## config.mk

```make
export PLATFORM = sky130hd
export DESIGN_NAME = rate_generator
export DESIGN_NICKNAME = d
export VERILOG_FILES = /design/src/rate_gen_pkg.sv /design/src/rate_divider.sv /design/src/rate_generator.sv
export VERILOG_INCLUDE_DIRS = /design/src
export SDC_FILE = /design/constraint.sdc
export NUM_CORES = 1
export LEC_CHECK = 0
export BUFFER_PORTS_ARGS = -buffer_cell sky130_fd_sc_hd__buf_4
export CORE_MARGIN = 3
export CORE_UTILIZATION = 35
export DETAILED_ROUTE_END_ITERATION = 16
export SLEW_MARGIN = 0
export SYNTH_ARGS = -nofsm -noshare
export SYNTH_HDL_FRONTEND = slang
export SYNTH_SLANG_ARGS = --single-unit
```

## constraint.sdc

```tcl
create_clock -name core_clk -period 4.2 [get_ports core_clk]
set_input_delay 0.63 -clock core_clk [delete_from_list [all_inputs] [get_ports core_clk]]
set_output_delay 0.63 -clock core_clk [all_outputs]
set_load 0.03 [all_outputs]
```

## src/rate_gen_map.svh

```systemverilog
// offsets, field positions and reset values of the rate generator
`ifndef RATE_GEN_MAP_SVH
`define RATE_GEN_MAP_SVH
`define ADDR_DIV_LOW 3'h0
`define ADDR_DIV_HIGH 3'h1
`define ADDR_DIV_FRAC 3'h2
`define ADDR_MODEM_CTRL 3'h4
`define DIV_LOW_RESET 8'h01
`define DIV_HIGH_RESET 8'h00
`define DIV_FRAC_RESET 8'h00
`define MODEM_CTRL_RESET 8'h00
`define PRESCALE_BIT 7
`define FRAC_LSB 0
`define FRAC_MSB 3
`define MODE_LSB 4
`define MODE_MSB 5
`define FRAC_IMPL_MASK 8'h3f
`define PRESCALE_DIV4_COUNT 2'h3
`define DEVICE_ID_CODE 8'h5a
`define REVISION_CODE 8'h01
`endif

```

## src/rate_gen_pkg.sv

```systemverilog
// types of the rate generator
package rate_gen_pkg;
  typedef enum logic [1:0] {
    sample_16x,
    sample_8x,
    sample_4x,
    sample_rsvd
  } sample_mode_e;
  typedef logic [15:0] divisor_t;
endpackage

```

## src/rate_divider.sv

```systemverilog
// one channel's prescaler, fractional divider and per-bit enable
`timescale 1ns/1ns
`include "rate_gen_map.svh"
module rate_divider
  import rate_gen_pkg::*;
(
  // clock and reset
  input wire logic core_clk,
  input wire logic reset_n,
  // settings
  input wire logic prescale_div4,
  input wire divisor_t int_divisor,
  input wire logic [3:0] frac_divisor,
  input wire sample_mode_e sample_mode,
  // outputs
  output logic sample_tick,
  output logic bit_tick
);
  logic [1:0] pre_cnt_q;
  logic pre_en;
  logic [15:0] div_cnt_q;
  logic [3:0] frac_acc_q;
  logic stretch_q;
  logic [3:0] bit_cnt_q;
  logic [3:0] bit_last;
  logic carry;
  logic [4:0] acc_sum;

  // prescaler divides by 4 when set, otherwise passes every cycle
  assign pre_en = !prescale_div4 || (pre_cnt_q == `PRESCALE_DIV4_COUNT);
  always_ff @(posedge core_clk or negedge reset_n) begin
    if (!reset_n) begin
      pre_cnt_q <= 2'h0;
    end else if (!prescale_div4) begin
      pre_cnt_q <= 2'h0;
    end else begin
      pre_cnt_q <= pre_cnt_q + 2'h1;
    end
  end

  // accumulator carry stretches frac of every 16 ticks by one period
  assign acc_sum = {1'b0, frac_acc_q} + {1'b0, frac_divisor};
  assign carry = acc_sum[4];

  // integer divisor zero behaves as one would; id reads need zero anyway
  always_ff @(posedge core_clk or negedge reset_n) begin
    if (!reset_n) begin
      div_cnt_q <= 16'h0;
      frac_acc_q <= 4'h0;
      stretch_q <= 1'b0;
      sample_tick <= 1'b0;
    end else begin
      sample_tick <= 1'b0;
      if (pre_en) begin
        if (div_cnt_q + 16'h1 < int_divisor) begin
          div_cnt_q <= div_cnt_q + 16'h1;
        end else if (stretch_q) begin
          stretch_q <= 1'b0;
        end else begin
          div_cnt_q <= 16'h0;
          frac_acc_q <= acc_sum[3:0];
          stretch_q <= carry;
          sample_tick <= 1'b1;
        end
      end
    end
  end

  // ticks per bit from the sampling mode; 8x with odd fraction jitters
  assign bit_last = (sample_mode == sample_8x) ? 4'h7 :
                    (sample_mode == sample_4x) ? 4'h3 : 4'hf;
  always_ff @(posedge core_clk or negedge reset_n) begin
    if (!reset_n) begin
      bit_cnt_q <= 4'h0;
      bit_tick <= 1'b0;
    end else begin
      bit_tick <= 1'b0;
      if (sample_tick) begin
        if (bit_cnt_q >= bit_last) begin
          bit_cnt_q <= 4'h0;
          bit_tick <= 1'b1;
        end else begin
          bit_cnt_q <= bit_cnt_q + 4'h1;
        end
      end
    end
  end
endmodule

```

## src/rate_generator.sv

```systemverilog
// dual channel fractional rate generator with its divisor registers
// How it works
// - each channel owns prescaler and rate generator
// - modem control bit 7 selects divide-by-4
// - divisor 1 to 65536-1/16, sixteenth steps
// - reset divisor is one: 01,00,00
// - low and high bytes form integer part
// - low four fraction bits give sixteenths
// - bits 5:4 select 16x, 8x, 4x
// - sampling tick drives transmit and receive
// - 8x odd fraction jitter is acceptable
// - register access needs no oscillator clock; here the registers run on core_clk
// - zero divisor reads give id, revision
`timescale 1ns/1ns
`include "rate_gen_map.svh"
module rate_generator
  import rate_gen_pkg::*;
(
  // clock and reset
  input wire logic core_clk,
  input wire logic reset_n,
  // host register port, one cycle strobes
  input wire logic channel_sel,
  input wire logic [2:0] reg_addr,
  input wire logic reg_write,
  input wire logic reg_read,
  input wire logic [7:0] reg_wdata,
  output logic [7:0] reg_rdata,
  // per channel sampling and bit ticks, index 0 is channel b
  output logic [1:0] tx_sample_tick,
  output logic [1:0] rx_sample_tick,
  output logic [1:0] bit_tick
);
  logic [7:0] div_low_q [2];
  logic [7:0] div_high_q [2];
  logic [7:0] div_frac_q [2];
  logic [7:0] modem_ctrl_q [2];
  logic [1:0] sample_tick;
  logic [1:0] bit_tick_int;
  logic [7:0] rdata_d;
  logic ch;

  assign ch = channel_sel;

  // both divisor bytes zero swaps in the identification codes
  function automatic logic divisor_is_zero(input logic [7:0] lo, input logic [7:0] hi);
    return (lo == 8'h00) && (hi == 8'h00);
  endfunction

  // registers kept on core_clk here; the real part latches them on the
  // host strobes so that access needs no oscillator clock
  always_ff @(posedge core_clk or negedge reset_n) begin
    if (!reset_n) begin
      for (int i = 0; i < 2; i++) begin
        div_low_q[i] <= `DIV_LOW_RESET;
        div_high_q[i] <= `DIV_HIGH_RESET;
        div_frac_q[i] <= `DIV_FRAC_RESET;
        modem_ctrl_q[i] <= `MODEM_CTRL_RESET;
      end
    end else if (reg_write) begin
      if (reg_addr == `ADDR_DIV_LOW) begin
        div_low_q[ch] <= reg_wdata;
      end else if (reg_addr == `ADDR_DIV_HIGH) begin
        div_high_q[ch] <= reg_wdata;
      end else if (reg_addr == `ADDR_DIV_FRAC) begin
        div_frac_q[ch] <= reg_wdata & `FRAC_IMPL_MASK;
      end else if (reg_addr == `ADDR_MODEM_CTRL) begin
        modem_ctrl_q[ch] <= reg_wdata;
      end
    end
  end

  // read mux; zero divisor swaps in identification codes
  always_comb begin
    rdata_d = 8'h00;
    if (reg_addr == `ADDR_DIV_LOW) begin
      rdata_d = div_low_q[ch];
      if (divisor_is_zero(div_low_q[ch], div_high_q[ch])) begin
        rdata_d = `REVISION_CODE;
      end
    end else if (reg_addr == `ADDR_DIV_HIGH) begin
      rdata_d = div_high_q[ch];
      if (divisor_is_zero(div_low_q[ch], div_high_q[ch])) begin
        rdata_d = `DEVICE_ID_CODE;
      end
    end else if (reg_addr == `ADDR_DIV_FRAC) begin
      rdata_d = div_frac_q[ch];
    end else if (reg_addr == `ADDR_MODEM_CTRL) begin
      rdata_d = modem_ctrl_q[ch];
    end
  end

  always_ff @(posedge core_clk or negedge reset_n) begin
    if (!reset_n) begin
      reg_rdata <= 8'h00;
    end else if (reg_read) begin
      reg_rdata <= rdata_d;
    end
  end

  // one independent generator per channel
  for (genvar g = 0; g < 2; g++) begin : gen_chan
    rate_divider u_div (
      .core_clk(core_clk),
      .reset_n(reset_n),
      .prescale_div4(modem_ctrl_q[g][`PRESCALE_BIT]),
      .int_divisor({div_high_q[g], div_low_q[g]}),
      .frac_divisor(div_frac_q[g][`FRAC_MSB:`FRAC_LSB]),
      .sample_mode(sample_mode_e'(div_frac_q[g][`MODE_MSB:`MODE_LSB])),
      .sample_tick(sample_tick[g]),
      .bit_tick(bit_tick_int[g])
    );
  end

  // same tick feeds both directions of a channel, registered for timing
  always_ff @(posedge core_clk or negedge reset_n) begin
    if (!reset_n) begin
      tx_sample_tick <= 2'h0;
      rx_sample_tick <= 2'h0;
      bit_tick <= 2'h0;
    end else begin
      tx_sample_tick <= sample_tick;
      rx_sample_tick <= sample_tick;
      bit_tick <= bit_tick_int;
    end
  end
endmodule

```

# Word-level counts from Yosys, hierarchy flattened
# Cells that the tools add are included.
[op_classes]
n_eq_ne = 11
n_lt_le_gt_ge = 6
reduce_logical = 19
add_sub_neg = 8
mux = 48
bitwise = 8
[op_table]
columns = ["operator", "n"]
rows = [
  ["2-to-1 mux 8 bit", 19],
  ["bitwise mux 16 bit", 4],
  ["2-to-1 mux 16 bit", 4],
  ["adder 16 x 1 -> 16 bit (second input constant)", 2],
  ["< comparator 16 bit", 2],
  ["2-to-1 mux 4 bit", 6],
  ["zero test 8 bit", 2],
  ["2-to-1 mux 1 bit", 12],
  ["adder 4 x 4 -> 5 bit", 2],
  ["AND reduction 2 bit", 5],
  ["AND reduction 3 bit", 3],
  ["adder 4 x 1 -> 4 bit (second input constant)", 2],
  ["demux 8 bit (select 1 bit)", 1],
  ["equality test 2 bit (second input constant)", 4],
  [">= comparator 4 bit", 2],
  ["inverter 1 bit", 7],
  ["AND reduction 5 bit", 1],
  ["adder 2 x 1 -> 2 bit (second input constant)", 2],
  ["equality test 2 x 1 -> 1 bit (second input constant)", 2],
  ["2-to-1 mux 2 bit", 2],
  ["inequality test 2 bit (second input constant)", 2],
  ["AND reduction 4 bit", 1],
  ["equality test 3 x 1 -> 1 bit (second input constant)", 1],
  ["equality test 3 x 2 -> 1 bit (second input constant)", 1],
  ["other kinds (8)", 11],
]
[totals]
out_inout_bits = 14
register_bits = 134
input_bits = 16

# Longest topological paths before layout
[depth]
depth_word = 9
mapped_depth = 13

# By module
# From an unflattened synthesis, not the netlist that was laid out.
[unflattened]
cells_unflattened = 773
hier_area_um2 = 7970.1
[by_module_without_submodules]
columns = ["module", "cells_each", "area_each_um2", "instances", "seq_area_each_um2"]
rows = [
  ["rate_generator", 251, 3348.2, 1, 1804.2],
  ["rate_divider (gen_chan[1].u_div)", 260, 2323.5, 1, 725.7],
  ["rate_divider (gen_chan[0].u_div)", 262, 2298.5, 1, 725.7],
]

# Worst setup path before layout
# OpenSTA, ideal clock, no wires.
[synth_path]
path_type = "register to register"
start = "register gen_chan[0].u_div.div_cnt_q[0]"
end = "register gen_chan[0].u_div.div_cnt_q[10]"
setup_slack_ns = 0.800
path_stages_with_launch = 13
setup_time_ns = 0.137
path_buffers = 1
arrival_ns = 3.263
cell_sequence = "dfrtp_1 > ha_1 > nand4_1 > or4_1 > and2_1 > or2_2 > ha_1 > nand4_1 > nor3_1 > or4_4 > o31ai_4 > buf_6 > o221ai_1"
[synth_via]
elab_chain_len = 4
elab_cells_between_ends = 5
cone_classes = "add/sub: 1; order compare: 1; eq/ne: 1; mux: 1; reduce/logical: 1"
[synth_lines]
columns = ["item", "line", "rtl"]
rows = [
  ["start, declared", "rate_divider.sv:21", "logic [15:0] div_cnt_q;"],
  ["start signal, assigned", "rate_divider.sv:56", "div_cnt_q <= div_cnt_q + 16'h1;"],
  ["adder 16 x 1 -> 16 bit *", "rate_divider.sv:55, rate_divider.sv:56", ""],
  ["< comparator 16 bit", "rate_divider.sv:55", "if (div_cnt_q + 16'h1 < int_divisor) begin"],
  ["inequality test 2 bit (no source line)", "n/a", ""],
  ["AND reduction 2 bit (no source line)", "n/a", ""],
]
# Every way passes the cells marked *; elsewhere a longest branch is shown, timed or not.
# A chain may end at the register's enable or synchronous reset.

# Worst setup path in the final report
# Ends and elaborated chain as after synthesis.

==> metrics <==
clock share of power 0.380; crit path capture gen_chan[0].u_div.div_cnt_q[10]$_DFFE_PN0P_; critical path's largest stage delay 580 ps; Yosys top cell by area dfrtp_1; post-CTS setup buffer count 0; global placer's final weighted congestion 0.858; Sw Ratio 0.308; Die X 154 um; CP Capture Type flop; Root Driver clkbuf_16; GRT Overall Usage 0.156; Logic pwr share 0.233; EDFF count, synth 0; Sink Count 130; #FFs+latches synth 130; post-route minimum period 3950 ps; CTS clock-pin slew for the worst setup and hold paths 60 ps; clk_skew 6.03 ps; clk_lat worst skew 420 ps; FF-to-FF setup slack 250 ps; worst-margin pin slew 879 ps; Vert. Die Dim 154 um; cell area after layout 8850 um^2; row count 53; die area 23,800 um^2; Pwr Density 497 nW/um^2; ys flop type dfrtp_1; endpoints failing setup 0; # diodes 0; Max Cap Viol 0; Port Buffers 29; Util after Layout 0.415; DRT iter0 DRCs 254; DP Area 8170 um^2; slowest CP cell or4_1; I/O Pins 30; R2R depth 11; share of cells above drive strength 1 0.196; drc violations 0; DP Wirelength 13,000 um; Max Slew Vio Count 0; Pleak 4.10 nW; final WL 17,800 um; syn nets 828; internal power component 0.00304 W; CP arrival 4210 ps; FF-to-FF Start gen_chan[0].u_div.div_cnt_q[0]$_DFFE_PN0P_; initial antenna violation count 0; warnings from Yosys 0; TritonCTS clock tree done; Switch Pwr 0.00135 W; Sum Neg Setup Slack 0 ps; Initial Utilization 0.361; vias in the first global route 5,533; RSZ-0062 raised after global routing false; share of flip-flops with an asynchronous set or reset 1.00; Clock H-tree levels 4; wire per inst 16.6 um; Num CTS Buffers 17; ordered list of cells on the worst path ha_1, nand4_1, or4_1, and2_1, or2_2, ha_1, nand4_1, nor3_1, or4_4, o31ai_4, o221ai_1; crit path launch gen_chan[0].u_div.div_cnt_q[0]$_DFFE_PN0P_; 1st-pass router iterations 5; Layout area overhead 14.9%; # hold bufs at CTS 0; crit-path max FO 13; largest net degree at the start of global routing 90; critical path class flop to flop; max_slew headroom 0.399; Flop pwr share 0.388; Via-to-Cell Ratio 5.17; Fin. Hold Viols 0; total core area 21,400 um^2; first-pass GRT wire length 29,600 um; startpoint types flop; top cells by count, synth 128 x dfrtp_1, 69 x inv_1, 55 x nand2_1, 50 x ha_1, 50 x mux2_2; post_cts resized 0; outcome completed; Syn Area/Cell 10.1 um^2; Hold Crit Class input port to asynchronous set/reset pin; Post-Syn Area 7710 um^2; Final period util 0.940; largest cells by area after synthesis dfrtp_1 42%, ha_1 8.1%, mux2_2 7.3%, mux2i_1 3.6%, inv_1 3.4%; buffer depth of the longest clock path 2; Mapped Cells 760; post-synthesis cell type count 75; grt ovf 0; Synth top area share 0.416; DR vias 5,563; CP Data Required Time 4460 ps; Worst VDD drop 0.301 mV; Max Freq 253 MHz; register area share after synthesis 0.422; reg2reg end gen_chan[0].u_div.div_cnt_q[10]$_DFFE_PN0P_; top-count cell post-synth dfrtp_1; ANT nets after route 0; Final Net Count 858
-- through the flow --
step                      total power, W  hold WS (ps)  setup slack (ps)  std cells
after CTS                        0.00444           296               266       1074
after global routing             0.00467           339              1.23       1077
after detailed placement         0.00275           336               280       1043
after global placement           0.00273           334               353       1043
after floorplan                  0.00243           331               800        760
final                            0.00440           265               250       1077
-- registers in the layout, indices dropped and copies added (netlist names) --
| register | flops |
|---|---|
| div_high_q | 16 |
| gen_chan.u_div.frac_acc_q | 8 |
| gen_chan.u_div.pre_cnt_q | 4 |
| div_low_q | 16 |
| modem_ctrl_q | 16 |
| reg_rdata | 8 |
| gen_chan.u_div.bit_tick | 2 |
| gen_chan.u_div.bit_cnt_q | 8 |
| gen_chan.u_div.sample_tick | 2 |
| gen_chan.u_div.div_cnt_q | 32 |
| div_frac_q | 12 |
| gen_chan.u_div.stretch_q | 2 |
| bit_tick | 2 |
| rx_sample_tick | 2 |
-- power by group through the flow --
stage	Sequential [W]	Clock (W)	Combinational, W
after floorplan	0.00165	0	0.000772
after global placement	0.00171	0	0.00101
after detailed placement	0.00172	0	0.00103
after CTS	0.00170	0.00170	0.00104
after global routing	0.00174	0.00176	0.00117
final	0.00170	0.00167	0.00102
-- how the worst min path moves through the flow --
stage                                         startpoint                                         end  slack [ps]
floorplan                                        reset_n                       bit_tick[0]$_DFF_PN0_         330
global placement    gen_chan[1].u_div.bit_tick$_DFF_PN0_                       bit_tick[1]$_DFF_PN0_         330
detailed placement  gen_chan[0].u_div.bit_tick$_DFF_PN0_                       bit_tick[0]$_DFF_PN0_         340
CTS                                              reset_n  gen_chan[0].u_div.bit_cnt_q[0]$_DFFE_PN0P_         300
global route                                     reset_n  gen_chan[0].u_div.bit_cnt_q[0]$_DFFE_PN0P_         340
finish                                           reset_n  gen_chan[0].u_div.bit_cnt_q[2]$_DFFE_PN0P_         270
-- area by class of cell --
cell class,instances,area (um^2)
Multi-Input combinational cell,536,4060
Clock buffer,17,425
Tap cell,275,344
Timing Repair Buffer,36,274
Clock inverter,14,238
Sequential cell,130,3260
Fill cell,2087,12500
Inverter,69,259
-- routing by layer --
| metal | global-route usage | up-vias | wire (um) |
|---|---|---|---|
| met1 | 0.220 | 2634 | 8940 |
| met3 | 0.0375 | 21 | 611 |
| met4 | 0.0492 | 0 | 279 |
| met5 | 0 | - | 0 |
| li1 | - | 2804 | - |
| met2 | 0.238 | 104 | 8010 |
-- cells in the final DEF (no fill, tap or decap), drive strengths merged, types with 28 or more instances in the layout --
cell / count
a21oi: 41
buf: 36
dfrtp: 128
ha: 50
inv: 69
mux2: 54
mux2i: 28
nand2: 58
nor2: 35
o21ai: 42
-- cells by family after synthesis --
kind of cell,count (synthesis),synth area share
fa+ha+maj,52,0.0864
mux,82,0.117
compound gates,159,0.144
xor+xnor,18,0.0205
flops,130,0.422
buf+inv,94,0.0511
simple gates,225,0.159
-- critical path, delay by kind of cell (launching register included) --
| family | cells | cell delay [ps] |
|---|---|---|
| adders and majority gates | 2 | 510 |
| AOI/OAI and AO/OA | 2 | 780 |
| and+or+nand+nor | 7 | 2060 |
| DFF | 1 | 430 |
Power figures use the tool's default switching activity.
